`src/common/rap_pkg.sv`:
```
package rap_pkg;
	// Command codes on cmd_i
	localparam logic [1:0] CMD_NOP = 2'h0;
	localparam logic [1:0] CMD_ACTIVATE = 2'h1;
	localparam logic [1:0] CMD_READ = 2'h2;
	localparam logic [1:0] CMD_PRECHARGE = 2'h3;

	// Register byte offsets
	localparam logic [11:0] REG_CFG = 12'h000;
	localparam logic [11:0] REG_TIMING = 12'h004;
	localparam logic [11:0] REG_STATUS = 12'h008;

	// Configuration, timing and status fields
	localparam int CFG_AL_LSB = 0;
	localparam int CFG_CL_LSB = 3;
	localparam int CFG_BL8_BIT = 6;
	localparam int TIM_RAS_LSB = 0;
	localparam int TIM_RTP_LSB = 8;
	localparam int TIM_RP_LSB = 16;
	localparam int STAT_OPEN_LSB = 0;
	localparam int STAT_PEND_LSB = 8;
	localparam int STAT_PRE_LSB = 16;

	localparam logic [2:0] AL_RESET = 3'h0;
	localparam logic [2:0] CL_RESET = 3'h3;
	localparam logic BL8_RESET = 1'b0;

	// Timing in picoseconds, cycle counts derived from the clock
	localparam int CLK_PERIOD_PS = 10000;
	localparam int ROW_ACTIVE_MIN_PS = 40000;
	localparam int READ_TO_PRE_PS = 7500;
	localparam int PRE_PERIOD_PS = 15000;
	localparam logic [7:0] ROW_ACTIVE_CYC =
		8'((ROW_ACTIVE_MIN_PS + CLK_PERIOD_PS - 1) / CLK_PERIOD_PS);
	localparam logic [7:0] READ_TO_PRE_CYC =
		8'((READ_TO_PRE_PS + CLK_PERIOD_PS - 1) / CLK_PERIOD_PS);
	localparam logic [7:0] PRE_PERIOD_CYC =
		8'((PRE_PERIOD_PS + CLK_PERIOD_PS - 1) / CLK_PERIOD_PS);

	// Prefetch floor and half bursts in clocks
	localparam logic [7:0] PREFETCH_GAP = 8'h02;
	localparam logic [7:0] HALF_BL4 = 8'h02;
	localparam logic [7:0] HALF_BL8 = 8'h04;
	localparam int RL_PIPE = 16;

	typedef enum logic [3:0] {
		BANK_IDLE = 4'h1,
		BANK_OPEN = 4'h2,
		BANK_PEND = 4'h4,
		BANK_PRE = 4'h8
	} rap_bank_state_type;
endpackage

```
`src/verilog/rap_bank_timer.sv`:
```
`timescale 1ns/100ps
`default_nettype none
module rap_bank_timer (
	input wire logic mclk_i,
	input wire logic arst_n_i,
	input wire logic act_i,
	input wire logic rd_i,
	input wire logic ap_i,
	input wire logic pre_i,
	input wire logic [2:0] added_latency_i,
	input wire logic bl8_i,
	input wire logic [7:0] ras_cyc_i,
	input wire logic [7:0] rtp_cyc_i,
	input wire logic [7:0] rp_cyc_i,
	output logic start_o,
	output logic open_o,
	output logic pend_o,
	output logic prech_o
);
	rap_pkg::rap_bank_state_type state, next_state;
	logic [7:0] ras_cnt, next_ras_cnt;
	logic [7:0] sched_cnt, next_sched_cnt;
	logic [7:0] rtp_cnt, next_rtp_cnt;
	logic [7:0] rp_cnt, next_rp_cnt;
	logic next_start;

	function automatic logic [7:0] dec(input logic [7:0] v);
		return (v == 8'h00) ? 8'h00 : v - 8'h01;
	endfunction

	always_comb begin
		next_state = state;
		next_ras_cnt = dec(ras_cnt);
		next_sched_cnt = dec(sched_cnt);
		next_rtp_cnt = dec(rtp_cnt);
		next_rp_cnt = dec(rp_cnt);
		next_start = 1'b0;
		case (state)
			rap_pkg::BANK_IDLE: begin
				if (act_i) begin
					next_state = rap_pkg::BANK_OPEN;
					next_ras_cnt = dec(ras_cyc_i);
				end
			end
			rap_pkg::BANK_OPEN: begin
				if (rd_i && ap_i) begin
					next_state = rap_pkg::BANK_PEND;
					next_sched_cnt = dec(8'(added_latency_i) + (bl8_i ? rap_pkg::HALF_BL8
						: rap_pkg::HALF_BL4));
					next_rtp_cnt = dec(8'(added_latency_i) + (bl8_i ? rap_pkg::PREFETCH_GAP
						: 8'h00) + ((rtp_cyc_i > rap_pkg::PREFETCH_GAP) ? rtp_cyc_i
						: rap_pkg::PREFETCH_GAP));
				end else if (pre_i) begin
					next_state = rap_pkg::BANK_PRE;
					next_rp_cnt = dec(rp_cyc_i);
				end
			end
			rap_pkg::BANK_PEND: begin
				if (sched_cnt == 8'h00 && ras_cnt == 8'h00 && rtp_cnt == 8'h00) begin
					next_state = rap_pkg::BANK_PRE;
					next_start = 1'b1;
					next_rp_cnt = dec(rp_cyc_i);
				end
			end
			rap_pkg::BANK_PRE: begin
				if (rp_cnt == 8'h00) begin
					// Activate legal on the edge the precharge period ends
					if (act_i) begin
						next_state = rap_pkg::BANK_OPEN;
						next_ras_cnt = dec(ras_cyc_i);
					end else begin
						next_state = rap_pkg::BANK_IDLE;
					end
				end
			end
			default: begin
				next_state = rap_pkg::BANK_IDLE;
			end
		endcase
	end

	always_ff @(posedge mclk_i or negedge arst_n_i) begin
		if (!arst_n_i) begin
			state <= rap_pkg::BANK_IDLE;
			ras_cnt <= 8'h00;
			sched_cnt <= 8'h00;
			rtp_cnt <= 8'h00;
			rp_cnt <= 8'h00;
			start_o <= 1'b0;
		end else begin
			state <= next_state;
			ras_cnt <= next_ras_cnt;
			sched_cnt <= next_sched_cnt;
			rtp_cnt <= next_rtp_cnt;
			rp_cnt <= next_rp_cnt;
			start_o <= next_start;
		end
	end

	assign open_o = (state == rap_pkg::BANK_OPEN) || (state == rap_pkg::BANK_PEND);
	assign pend_o = (state == rap_pkg::BANK_PEND);
	assign prech_o = (state == rap_pkg::BANK_PRE);
endmodule
`default_nettype wire

```
`src/verilog/rap_top.sv`:
```
`timescale 1ns/100ps
`default_nettype none
module rap_top #(
	parameter int BANKS = 4,
	parameter int DQ_WIDTH = 16
) (
	input wire logic mclk_i,
	input wire logic arst_n_i,
	input wire logic psel_i,
	input wire logic penable_i,
	input wire logic pwrite_i,
	input wire logic [11:0] paddr_i,
	input wire logic [31:0] pwdata_i,
	output logic [31:0] prdata_o,
	output logic pready_o,
	output logic pslverr_o,
	input wire logic cmd_valid_i,
	input wire logic [1:0] cmd_i,
	input wire logic [$clog2(BANKS)-1:0] bank_i,
	input wire logic a10_i,
	input wire logic [DQ_WIDTH-1:0] array_data_i,
	output logic [BANKS-1:0] pre_start_o,
	output logic [BANKS-1:0] bank_open_o,
	output logic rd_valid_o,
	output logic [DQ_WIDTH-1:0] dq_o,
	output logic lower_byte_strobe_oe_o,
	output logic upper_byte_strobe_oe_o
);
	generate
		if (BANKS < 2 || BANKS > 8 || (DQ_WIDTH != 8 && DQ_WIDTH != 16)) begin : g_bad
			$error("rap_top: unsupported BANKS or DQ_WIDTH");
		end
	endgenerate

	localparam int RL_W = rap_pkg::RL_PIPE;
	localparam int BANK_W = $clog2(BANKS);

	logic [2:0] added_latency, next_added_latency;
	logic [2:0] cas_latency, next_cas_latency;
	logic bl8, next_bl8;
	logic [7:0] ras_cyc, next_ras_cyc;
	logic [7:0] rtp_cyc, next_rtp_cyc;
	logic [7:0] rp_cyc, next_rp_cyc;
	logic [31:0] next_prdata;
	logic next_pready, next_pslverr;
	logic [BANKS-1:0] start, open, pend, prech;
	logic [RL_W-1:0] rd_pipe, next_rd_pipe;
	logic [2:0] beats_left, next_beats_left;
	logic next_rd_valid;
	logic [DQ_WIDTH-1:0] next_dq;

	function automatic logic [31:0] widen(input logic [BANKS-1:0] v);
		return 32'(v);
	endfunction

	// Register bus: one wait state, registered answer
	always_comb begin
		next_added_latency = added_latency;
		next_cas_latency = cas_latency;
		next_bl8 = bl8;
		next_ras_cyc = ras_cyc;
		next_rtp_cyc = rtp_cyc;
		next_rp_cyc = rp_cyc;
		next_prdata = prdata_o;
		next_pslverr = 1'b0;
		next_pready = psel_i && penable_i && !pready_o;
		if (next_pready) begin
			next_prdata = 32'h00000000;
			case (paddr_i)
				rap_pkg::REG_CFG: begin
					next_prdata = {25'h0000000, bl8, cas_latency, added_latency};
				end
				rap_pkg::REG_TIMING: begin
					next_prdata = {8'h00, rp_cyc, rtp_cyc, ras_cyc};
				end
				rap_pkg::REG_STATUS: begin
					next_prdata = (widen(open) << rap_pkg::STAT_OPEN_LSB)
						| (widen(pend) << rap_pkg::STAT_PEND_LSB)
						| (widen(prech) << rap_pkg::STAT_PRE_LSB);
				end
				default: begin
					next_pslverr = 1'b1;
				end
			endcase
		end
		// Writes land on the completing edge only
		if (psel_i && penable_i && pready_o && pwrite_i) begin
			if (paddr_i == rap_pkg::REG_CFG) begin
				next_added_latency = pwdata_i[rap_pkg::CFG_AL_LSB +: 3];
				next_cas_latency = pwdata_i[rap_pkg::CFG_CL_LSB +: 3];
				next_bl8 = pwdata_i[rap_pkg::CFG_BL8_BIT];
			end else if (paddr_i == rap_pkg::REG_TIMING) begin
				// Row and precharge zero is raised to one; dec loads a zero count for either value
				next_ras_cyc = (pwdata_i[rap_pkg::TIM_RAS_LSB +: 8] == 8'h00) ? 8'h01
					: pwdata_i[rap_pkg::TIM_RAS_LSB +: 8];
				next_rtp_cyc = pwdata_i[rap_pkg::TIM_RTP_LSB +: 8];
				next_rp_cyc = (pwdata_i[rap_pkg::TIM_RP_LSB +: 8] == 8'h00) ? 8'h01
					: pwdata_i[rap_pkg::TIM_RP_LSB +: 8];
			end
		end
	end

	always_ff @(posedge mclk_i or negedge arst_n_i) begin
		if (!arst_n_i) begin
			added_latency <= rap_pkg::AL_RESET;
			cas_latency <= rap_pkg::CL_RESET;
			bl8 <= rap_pkg::BL8_RESET;
			ras_cyc <= rap_pkg::ROW_ACTIVE_CYC;
			rtp_cyc <= rap_pkg::READ_TO_PRE_CYC;
			rp_cyc <= rap_pkg::PRE_PERIOD_CYC;
			prdata_o <= 32'h00000000;
			pready_o <= 1'b0;
			pslverr_o <= 1'b0;
		end else begin
			added_latency <= next_added_latency;
			cas_latency <= next_cas_latency;
			bl8 <= next_bl8;
			ras_cyc <= next_ras_cyc;
			rtp_cyc <= next_rtp_cyc;
			rp_cyc <= next_rp_cyc;
			prdata_o <= next_prdata;
			pready_o <= next_pready;
			pslverr_o <= pslverr_o ? 1'b0 : next_pslverr;
		end
	end

	genvar b;
	generate
		for (b = 0; b < BANKS; b++) begin : g_bank
			logic hit;
			assign hit = cmd_valid_i && (bank_i == BANK_W'(b));
			rap_bank_timer u_timer (
				.mclk_i(mclk_i),
				.arst_n_i(arst_n_i),
				.act_i(hit && cmd_i == rap_pkg::CMD_ACTIVATE),
				.rd_i(hit && cmd_i == rap_pkg::CMD_READ),
				.ap_i(a10_i),
				// A10 with precharge closes every bank
				.pre_i(cmd_valid_i && cmd_i == rap_pkg::CMD_PRECHARGE && (hit || a10_i)),
				.added_latency_i(added_latency),
				.bl8_i(bl8),
				.ras_cyc_i(ras_cyc),
				.rtp_cyc_i(rtp_cyc),
				.rp_cyc_i(rp_cyc),
				.start_o(start[b]),
				.open_o(open[b]),
				.pend_o(pend[b]),
				.prech_o(prech[b])
			);
		end
	endgenerate

	// Read data path
	always_comb begin
		logic [3:0] rl;
		logic hit;
		rl = 4'(added_latency) + 4'(cas_latency);
		hit = 1'b0;
		next_rd_pipe = {rd_pipe[RL_W-2:0], cmd_valid_i && cmd_i == rap_pkg::CMD_READ};
		hit = (rl != 4'h0) && rd_pipe[rl - 4'h1];
		next_dq = dq_o;
		if (hit) begin
			next_rd_valid = 1'b1;
			next_beats_left = bl8 ? 3'h3 : 3'h1;
		end else if (beats_left != 3'h0) begin
			next_rd_valid = 1'b1;
			next_beats_left = beats_left - 3'h1;
		end else begin
			next_rd_valid = 1'b0;
			next_beats_left = 3'h0;
		end
		if (next_rd_valid) begin
			next_dq = array_data_i;
		end
	end

	always_ff @(posedge mclk_i or negedge arst_n_i) begin
		if (!arst_n_i) begin
			rd_pipe <= '0;
			beats_left <= 3'h0;
			rd_valid_o <= 1'b0;
			dq_o <= '0;
			lower_byte_strobe_oe_o <= 1'b0;
			upper_byte_strobe_oe_o <= 1'b0;
			pre_start_o <= '0;
			bank_open_o <= '0;
		end else begin
			rd_pipe <= next_rd_pipe;
			beats_left <= next_beats_left;
			rd_valid_o <= next_rd_valid;
			dq_o <= next_dq;
			lower_byte_strobe_oe_o <= next_rd_valid;
			upper_byte_strobe_oe_o <= next_rd_valid && (DQ_WIDTH == 16);
			// Registered again so every port leaves a flop
			pre_start_o <= start;
			bank_open_o <= open;
		end
	end
endmodule
`default_nettype wire

```
`config.mk`:
```
export PLATFORM = sky130hd
export DESIGN_NAME = rap_top
export DESIGN_NICKNAME = d
export VERILOG_FILES = /design/src/common/rap_pkg.sv /design/src/verilog/rap_bank_timer.sv /design/src/verilog/rap_top.sv
export SDC_FILE = /design/constraint.sdc
export NUM_CORES = 1
export LEC_CHECK = 0
export BUFFER_PORTS_ARGS = -buffer_cell sky130_fd_sc_hd__clkbuf_2
export CORE_MARGIN = 2
export CORE_UTILIZATION = 43
export CTS_CLUSTER_DIAMETER = 60
export DETAILED_ROUTE_END_ITERATION = 16
export PLACE_DENSITY_LB_ADDON = 0.2
export SLEW_MARGIN = 20
export SYNTH_ARGS = -nofsm -noshare
export SYNTH_HDL_FRONTEND = slang
export SYNTH_SLANG_ARGS = --single-unit
```
`constraint.sdc`:
```
create_clock -name mclk_i -period 11.5 [get_ports mclk_i]
set_input_delay 1.725 -clock mclk_i [delete_from_list [all_inputs] [get_ports mclk_i]]
set_output_delay 1.725 -clock mclk_i [all_outputs]
set_load 0.005 [all_outputs]
```
==> impl_metrics.ini, run 1 <==
[final_layout]
antenna_cells_inserted = 0
instances_no_fill = 1850
synthToLayoutAreaGrowth_pct = 15.4
design.final.nets = 1542
proportion_of_layout_cells_with_a_drive_suffix_above_1_pct = 18.8
mostFrequentLayoutCells = 240 x dfrtp_1, 136 x nand2_1, 114 x clkbuf_2
layout.cells.most_common = dfrtp_1

[worst_setup_path]
rr_endpoint = g_bank[3].u_timer.rtp_cnt[3]$_DFF_PN0_
worstPathRequired_ns = 11.95
endpoint_kind = flop
timing.setup.critical_path_class = reg2reg
ff2ff_path_depth = 13
cp-start-kind = flop
worstReg2RegStart = rtp_cyc[5]$_DFFE_PN0P_
r2r_setup_slack_ns = 7.28
critical_path.max_fanout = 11
cp_data_arrival_time_ns = 4.68

[logic_synthesis]
synthFlopType = dfrtp_1
yosys_cell_types = 73
asyncSetResetFlopFracSynth_pct = 100
yosys_warnings = 0
post_synthesis_register_bit_count = 249
synthesized_area_um2 = 13200
ys_seq_area_share_pct = 47.2
number_of_flops_mapped_to_enable_cells_by_yosys = 0
gate_count_post_synth = 1321
avgSynthCellArea_um2 = 10.0

[routing]
finalWirelength_um = 31900
vias_per_cell = 5.49
detail-route-antenna-nets = 0
post-route-drc-count = 0
detailedRoute.firstIterationViolations = 714
drt_first_pass_iters = 5
detailroute.via_count = 10200
post_drt_wl_per_cell_um = 17.3

[floorplanning]
ioPinCount = 132
core.rowCount = 64
fp.dieArea_um2 = 32200
start_util_pct = 43.5
core_um2 = 30400
die-height_um = 179
die_width_um = 179

[timing]
fmax_ghz = 0.237
finalHoldViolations = 0
post-route-worst-setup-slack_ns = 7.28
setup_viol_count_final = 0
timing_max_transition_violations_final = 0
relSlewSlack_pct = 29.3
grt_setup_unrepaired = false
worstMarginPinSlew_ns = 1.05
setup_total_negative_slack_ns = 0
post-route-min-period_ns = 4.22
skew_ns = 0.0177
period_share_pct = 36.7

[global_route]
maximum_number_of_pins_on_one_net_before_global_route_repair = 148
gr-total-overflow = 0
first_pass_grt_wire_length_um = 50800
antenna_found_initial = 1
grt_pass1_vias = 9496
gr-usage-all-layers_pct = 19.9

[clock_tree]
cts-resized-gates = 0
cts.path.max_buffers = 3
post_cts_hold_buffer_count = 0
ctsHtreeMaxLevel = 1
clk_root_buffer_cell = clkbuf_16
cts_num_sinks = 249
clk-insertion-delay-late_ns = 0.56
cts_setup_buffers = 0
cts_made_buffers = 30
clk_pin_slew_ns = 0.06
cts_tree = yes

[min_path]
worst_hold_depth = 0
hold_path_end = pre_start_o[0]$_DFF_PN0_
hold_class = reg2reg
worst_hold_startpoint = g_bank[0].u_timer.start_o$_DFF_PN0_

[placed_design]
place_congestion = 0.824
count_of_port_buffers_added_during_placement = 115
hpwlAfterDp_um = 22700
dp_slack_ns = 7.31
placed_cells = 1794

[run]
maxCapViolCount = 0

[power]
power.density_nw_per_um2 = 204
finalPower_mw = 3.11
p_leak_nw = 6.81
max_ir_drop_vdd_uv = 129

[outcome]
outcome = completed
power by group:
part | switching [mW] | internal, mW
clock network | 0.379 | 0.642
registers | 0.235 | 1.12
logic | 0.343 | 0.386
total | 0.957 | 2.15
worst max path at each step:
| stage | from | end | slack [ns] |
|---|---|---|---|
| 6_report | rtp_cyc[5]$_DFFE_PN0P_ | g_bank[3].u_timer.rtp_cnt[3]$_DFF_PN0_ | 7.28 |
| 5_1_grt | rtp_cyc[5]$_DFFE_PN0P_ | g_bank[1].u_timer.rtp_cnt[3]$_DFF_PN0_ | 7.02 |
| 4_1_cts | rtp_cyc[5]$_DFFE_PN0P_ | g_bank[3].u_timer.rtp_cnt[3]$_DFF_PN0_ | 7.29 |
| 3_5_place_dp | paddr_i[7] | rp_cyc[0]$_DFFE_PN0P_ | 7.31 |
| 3_3_place_gp | paddr_i[7] | rp_cyc[0]$_DFFE_PN0P_ | 7.31 |
| 2_1_floorplan | paddr_i[7] | ras_cyc[1]$_DFFE_PN0P_ | 7.87 |
synth_stat cells (37+ instances only):
cell type / n / share of area (%)
dfrtp_1: 240 / 45
inv_1: 58 / 1.6
nor2_1: 108 / 3.1
xnor2_1: 54 / 3.6
ha_1: 37 / 3.5
nand2_1: 136 / 3.9
nor3_1: 54 / 2.0
a21oi_1: 51 / 1.9
o31ai_1: 41 / 2.3
o21ai_0: 62 / 2.3
mux2_2: 45 / 3.8
o22ai_1: 37 / 1.8
layer usage:
layer  global-route usage (%)  up-vias  wire length [um]
met3                     2.83       51              1700
met4                     5.31        0               797
met2                     30.8      247             14100
met1                     29.3     4944             15300
li1                         -     4909                 -
met5                        0        -                 0
worst max-delay path, stage by stage, from the launching register on:
cell and delay [ns]:
dfrtp_1 0.50, or3_1 0.39, or4_1 0.43, nand2b_1 0.11, fa_1 0.18, ha_1 0.17, inv_1 0.05, fa_1 0.43
nor2b_1 0.30, o21ai_0 0.17, xnor2_1 0.27, a211o_1 0.36, o21ai_0 0.44, o22ai_1 0.31
registers in the layout (all words and copies together) (netlist names), 16 cells and up:
signal,cells
rd_pipe,16
g_bank.u_timer.rp_cnt,32
g_bank.u_timer.ras_cnt,32
dq_o,16
g_bank.u_timer.sched_cnt,32
g_bank.u_timer.rtp_cnt,32
g_bank.u_timer.state,16
prdata_o,24
final cells by class:
class                           count  area (um2)
Clock buffer                       41         872
Clock inverter                     15         224
Fill cell                        2821       15200
Inverter                           58         218
Multi-Input combinational cell    967        6540
Sequential cell                   249        6240
Tap cell                          396         495
Timing Repair Buffer              124         666
through the flow:
step	instance area (um2)	hold WS (ns)	utilization, %
6_report	15300	0.350	50.1
5_1_grt	15300	0.356	50.1
4_1_cts	15300	0.354	50.1
3_5_place_dp	14200	0.336	46.5
3_3_place_gp	14200	0.337	46.5
2_1_floorplan	13300	0.331	-
kinds of logic after synthesis:
group | synth area share, %
AND/OR/NAND/NOR | 19.6
AO/OA/AOI/OAI | 12.7
flip-flops | 47.2
buffers and inverters | 3.65
XOR/XNOR | 5.43
multiplexers | 7.28
adder cells (fa/ha/maj) | 4.11
other | 0.0284
(Power assumes the default switching activity.)
==> run 2: changes to the inputs <==
==> constraint.sdc (replaced) <==
create_clock -name mclk_i -period 3.6 [get_ports mclk_i]
set_input_delay 0.54 -clock mclk_i [delete_from_list [all_inputs] [get_ports mclk_i]]
set_output_delay 0.54 -clock mclk_i [all_outputs]
set_load 0.005 [all_outputs]
==> impl_metrics.ini, run 2 (synthesis results as in run 1) <==
[global_route]
maximum_number_of_pins_on_one_net_before_global_route_repair = 105
antenna_found_initial = 0
first_pass_grt_wire_length_um = 51900
grt_pass1_vias = 9834
gr-usage-all-layers_pct = 20.2
gr-total-overflow = 0

[final_layout]
layout.cells.most_common = dfrtp_1
proportion_of_layout_cells_with_a_drive_suffix_above_1_pct = 22.4
mostFrequentLayoutCells = 240 x dfrtp_1, 132 x nand2_1, 114 x clkbuf_2
regArea_um2 = 6240
layout.core_utilization_pct = 51.4
total_of_fill_cells_in_the_finished_design = 2827
synthToLayoutAreaGrowth_pct = 18.3
instances_no_fill = 1884
antenna_cells_inserted = 0
multiInputGateArea_um2 = 6680
design.final.nets = 1577

[floorplanning]
fp.dieArea_um2 = 32200
ioPinCount = 132
die-height_um = 179
die_width_um = 179
start_util_pct = 43.5
core.rowCount = 64
core_um2 = 30400

[timing]
setup_viol_count_final = 0
skew_ns = 0.0190
grt_setup_unrepaired = true
fmax_ghz = 0.285
final_layout_worst_hold_slack_ns = 0.00924
worstMarginPinSlew_ns = 1.05
post-route-worst-setup-slack_ns = 0.0953
period_share_pct = 97.4
post-route-min-period_ns = 3.50
relSlewSlack_pct = 28.8
finalHoldViolations = 0
timing_max_transition_violations_final = 0

[worst_setup_path]
rr_endpoint = g_bank[1].u_timer.rtp_cnt[0]$_DFF_PN0_
cp-start-kind = flop
crit_start = rtp_cyc[6]$_DFFE_PN0P_
critical_path.max_fanout = 6
worstPathRequired_ns = 3.98
timing.setup.critical_path_class = reg2reg
r2r_setup_slack_ns = 0.1
cp_data_arrival_time_ns = 3.89
ff2ff_path_depth = 15
worstReg2RegStart = rtp_cyc[6]$_DFFE_PN0P_
endpoint_kind = flop
setup.worst_path.end = g_bank[1].u_timer.rtp_cnt[0]$_DFF_PN0_

[min_path]
hold_class = in2async

[power]
power.density_nw_per_um2 = 633
max_ir_drop_vdd_uv = 422
switching_share_pct = 30.8
intPower_mw = 6.86
net-switching-power_mw = 3.05
p_leak_nw = 7.02
sequentialPowerShare_pct = 43.7
power.share.combinational_pct = 23.8
clock_share_of_power_pct = 32.5

[placed_design]
hpwlAfterDp_um = 23500
count_of_port_buffers_added_during_placement = 115
place_congestion = 0.854
dp_slack_ns = -0.132
placed_cells = 1826

[routing]
wl_met1_um = 15700
vias_per_cell = 5.49
detailroute.via_count = 10300
met3WireLength_um = 1600
post_drt_wl_per_cell_um = 17.3
detail-route-antenna-nets = 0
detailedRoute.firstIterationViolations = 689
met2_wire_length_um = 14700
post-route-drc-count = 0
routed.top_layer = met4
finalWirelength_um = 32700
drt_first_pass_iters = 5

[clock_tree]
clk_root_buffer_cell = clkbuf_16
clk_pin_slew_ns = 0.06
cts_num_sinks = 249
cts_made_buffers = 29
ctsHtreeMaxLevel = 1
post_cts_hold_buffer_count = 0
cts.path.max_buffers = 3
cts_tree = yes
clk-insertion-delay-late_ns = 0.55

[outcome]
outcome = completed

[run]
maxCapViolCount = 0
-- run 2: what timing repair did --
action / in CTS / in global routing
pin swaps: 1 / 3
endpoints found under the setup margin: 32 / 32
gates resized for setup: 7 / 33
setup buffers: 1 / 3
-- run 2: power groups by stage --
stage	Clock [mW]	Sequential (mW)	Combinational, mW
floorplan	0	4.21	1.90
global route	3.42	4.45	2.71
finish	3.22	4.33	2.36
CTS	3.31	4.32	2.35
global placement	0	4.34	2.26
detailed placement	0	4.35	2.35
-- run 2: final cells by class --
cell class | count | share of cell area, %
clock inverter | 14 | 1.37
inverter | 58 | 1.39
clock buffer | 40 | 5.48
sequential | 249 | 39.9
tap | 396 | 3.17
timing repair buffer | 160 | 6.05
multi-input combinational | 967 | 42.7
-- run 2: metrics by stage --
step / power, mW / cell area, um2 / TNS [ns]
finish: 9.91 / 15600 / 0
global route: 10.6 / 15600 / -0.639
CTS: 9.98 / 15500 / 0
detailed placement: 6.70 / 14400 / -1.88
global placement: 6.61 / 14400 / -0.178
floorplan: 6.10 / 13300 / 0
-- run 2: critical path: stages, from the launching register on --
cell      delay (ns)
dfrtp_1         0.38
or3_4           0.39
or4_4           0.45
nand2b_4        0.09
fa_1            0.17
ha_2            0.19
inv_2           0.04
fa_2            0.35
buf_6           0.14
nor2b_4         0.16
o211a_1         0.18
o21ai_2         0.08
a211o_1         0.34
buf_6           0.15
nand2_2         0.13
o22ai_1         0.10
-- run 2: worst min path at each step --
stage	cells after the start	to	from
final	1	dq_o[1]$_DFFE_PN0P_	arst_n_i
after global routing	1	dq_o[4]$_DFFE_PN0P_	arst_n_i
after CTS	1	dq_o[1]$_DFFE_PN0P_	arst_n_i
after detailed placement	0	pre_start_o[1]$_DFF_PN0_	g_bank[1].u_timer.start_o$_DFF_PN0_
after global placement	0	pre_start_o[3]$_DFF_PN0_	g_bank[3].u_timer.start_o$_DFF_PN0_
after floorplan	0	added_latency[0]$_DFFE_PN0P_	arst_n_i
-- run 2: layer usage --
layer  global-route usage, %  up-vias
met2                    32.1      230
met5                       0        -
met3                    2.36       49
met1                    29.8     5067
met4                    4.70        0
li1                        -     4990
==> run 3: changes to the inputs <==
--- a/config.mk
+++ b/config.mk
@@ -5,6 +5,7 @@
 export SDC_FILE = /design/constraint.sdc
 export NUM_CORES = 1
 export LEC_CHECK = 0
+export ABC_AREA = 1
 export BUFFER_PORTS_ARGS = -buffer_cell sky130_fd_sc_hd__clkbuf_2
 export CORE_MARGIN = 2
 export CORE_UTILIZATION = 43
==> impl_metrics.ini, run 3 <==
[logic_synthesis]
synth_top_cells_by_area = dfrtp_1 45%, nand2_1 11%, inv_1 6.0%
yosys.area.top_type = dfrtp_1
gate_count_post_synth = 1643
synth_top_cell_area_share_pct = 44.9
number_of_flops_mapped_to_enable_cells_by_yosys = 0
synth.cells.most_frequent = 389 x nand2_1, 240 x dfrtp_1, 214 x inv_1
avgSynthCellArea_um2 = 8.13
yosys_warnings = 0
synthesized_area_um2 = 13400
ys_seq_area_share_pct = 46.7
post_synthesis_register_bit_count = 249
post-synth-top-count-cell = nand2_1
synthFlopType = dfrtp_1
yosys_cell_types = 55
asyncSetResetFlopFracSynth_pct = 100

[worst_setup_path]
setup.worst_path.end = g_bank[0].u_timer.rtp_cnt[2]$_DFF_PN0_
cp-start-kind = flop
critical_path.max_fanout = 17
worstReg2RegStart = rtp_cyc[0]$_DFFE_PN1P_
rr_endpoint = g_bank[0].u_timer.rtp_cnt[2]$_DFF_PN0_
r2r_setup_slack_ns = 0.31
endpoint_kind = flop
ff2ff_path_depth = 17
cp_data_arrival_time_ns = 3.67
timing.setup.critical_path_class = reg2reg
worstPathRequired_ns = 3.98
crit_start = rtp_cyc[0]$_DFFE_PN1P_

[final_layout]
design.final.nets = 1880
antenna_cells_inserted = 0
layout.cells.most_common = nand2_1
mostFrequentLayoutCells = 387 x nand2_1, 240 x dfrtp_1, 214 x inv_1
synthToLayoutAreaGrowth_pct = 14.7
layout.core_utilization_pct = 50.1
instances_no_fill = 2186
post_route_cell_area_um2 = 15300
proportion_of_layout_cells_with_a_drive_suffix_above_1_pct = 14.1

[timing]
worstMarginPinSlew_ns = 1.00
skew_ns = 0.0110
grt_setup_unrepaired = false
finalHoldViolations = 0
setup_viol_count_final = 0
fmax_ghz = 0.304
post-route-min-period_ns = 3.29
relSlewSlack_pct = 33.3
timing_max_transition_violations_final = 0
setup_total_negative_slack_ns = 0
period_share_pct = 91.4

[clock_tree]
cts-resized-gates = 0
ctsHtreeMaxLevel = 1
post_cts_hold_buffer_count = 0
cts_setup_buffers = 0
clk_root_buffer_cell = clkbuf_16
cts_num_sinks = 249
clk-insertion-delay-late_ns = 0.54
cts_made_buffers = 29
clk_pin_slew_ns = 0.06
cts_tree = yes
cts.path.max_buffers = 3

[routing]
post_drt_wl_per_cell_um = 15.2
vias_per_cell = 5.06
detailroute.via_count = 11100
drt_first_pass_iters = 5
detailedRoute.firstIterationViolations = 594
detail-route-antenna-nets = 0
post-route-drc-count = 0
finalWirelength_um = 33300

[power]
sequentialPowerShare_pct = 41.2
p_leak_nw = 7.86
max_ir_drop_vdd_uv = 397
net-switching-power_mw = 3.58
finalPower_mw = 10.5
power.density_nw_per_um2 = 687
power.share.combinational_pct = 30.6
intPower_mw = 6.95
switching_share_pct = 34.0
clock_share_of_power_pct = 28.2

[global_route]
maximum_number_of_pins_on_one_net_before_global_route_repair = 120
antenna_found_initial = 0
gr-total-overflow = 0
first_pass_grt_wire_length_um = 54600
grt_pass1_vias = 10400
gr-usage-all-layers_pct = 20.5

[floorplanning]
core_um2 = 30600
die_width_um = 180
die-height_um = 180
core.rowCount = 64
start_util_pct = 43.7
fp.dieArea_um2 = 32500
ioPinCount = 132

[placed_design]
hpwlAfterDp_um = 24600
place_congestion = 0.902
placed_area_um2 = 14300
count_of_port_buffers_added_during_placement = 115
placed_cells = 2133

[outcome]
outcome = completed

[min_path]
hold_class = in2async

[run]
maxCapViolCount = 0
==> run 3: kinds of logic after synthesis <==
kind of cell	synth area share, %
and+or+nand+nor	25.9
buffers and inverters	8.02
DFF	46.7
AOI/OAI and AO/OA	9.38
xor gates and xnor gates	5.31
adders and majority gates	4.06
muxes	0.543
other	0.0281
==> run 3: power by group through the flow <==
stage	Sequential (mW)	Clock [mW]	Combinational [mW]
floorplan	4.26	0	2.59
global placement	4.36	0	3.12
detailed placement	4.37	0	3.24
CTS	4.33	3.03	3.25
global route	4.47	3.15	3.76
finish	4.34	2.98	3.22
==> run 3: per-layer routing <==
layer  track usage [%]  share of wire, %  up-vias
li1                  -                 -     5580
met1              29.2                47     5199
met2              32.5                45      246
met3              3.19               4.9       47
met4              5.65               2.7        0
met5                 0                 0        -
==> run 3: worst max-delay path, stage by stage (launching register included) <==
cell      delay (ns)
dfstp_2         0.52
inv_1           0.08
o211ai_1        0.16
nand2_1         0.09
fa_1            0.49
ha_1            0.19
inv_1           0.06
fa_1            0.39
inv_1           0.09
nand2_1         0.05
nand2_1         0.10
nand2_1         0.06
nand2_1         0.11
nand3_1         0.11
nor2_1          0.18
nand2_4         0.17
nand2_1         0.20
o22ai_1         0.09
==> run 3: through the flow <==
stage | setup slack, ns | hold WS, ns
after global placement | 0.318 | 0.334
final | 0.309 | 0.0855
after floorplan | 0.671 | 0.244
after CTS | 0.238 | 0.157
after global routing | 0.0781 | 0.175
after detailed placement | 0.260 | 0.336
==> run 3: how the worst min path moves through the flow <==
stage,cells past startpoint,slack [ns],start,endpoint
3_5_place_dp,0,0.34,g_bank[3].u_timer.start_o$_DFF_PN0_,pre_start_o[3]$_DFF_PN0_
2_1_floorplan,0,0.24,arst_n_i,added_latency[0]$_DFFE_PN0P_
3_3_place_gp,0,0.33,g_bank[3].u_timer.start_o$_DFF_PN0_,pre_start_o[3]$_DFF_PN0_
6_report,1,0.09,arst_n_i,g_bank[0].u_timer.rtp_cnt[5]$_DFF_PN0_
4_1_cts,1,0.16,arst_n_i,g_bank[1].u_timer.rtp_cnt[5]$_DFF_PN0_
5_1_grt,2,0.18,cmd_i[0],rd_pipe[0]$_DFF_PN0_
==> run 3: final cells by class <==
type / count / area, um2
clock buffers: 35 / 778
fillers: 2891 / 15300
well taps: 396 / 495
flip-flops and latches: 249 / 6240
clock inverters: 18 / 190
repair buffers: 126 / 693
multi-input cells: 1142 / 6100
inverters: 220 / 827
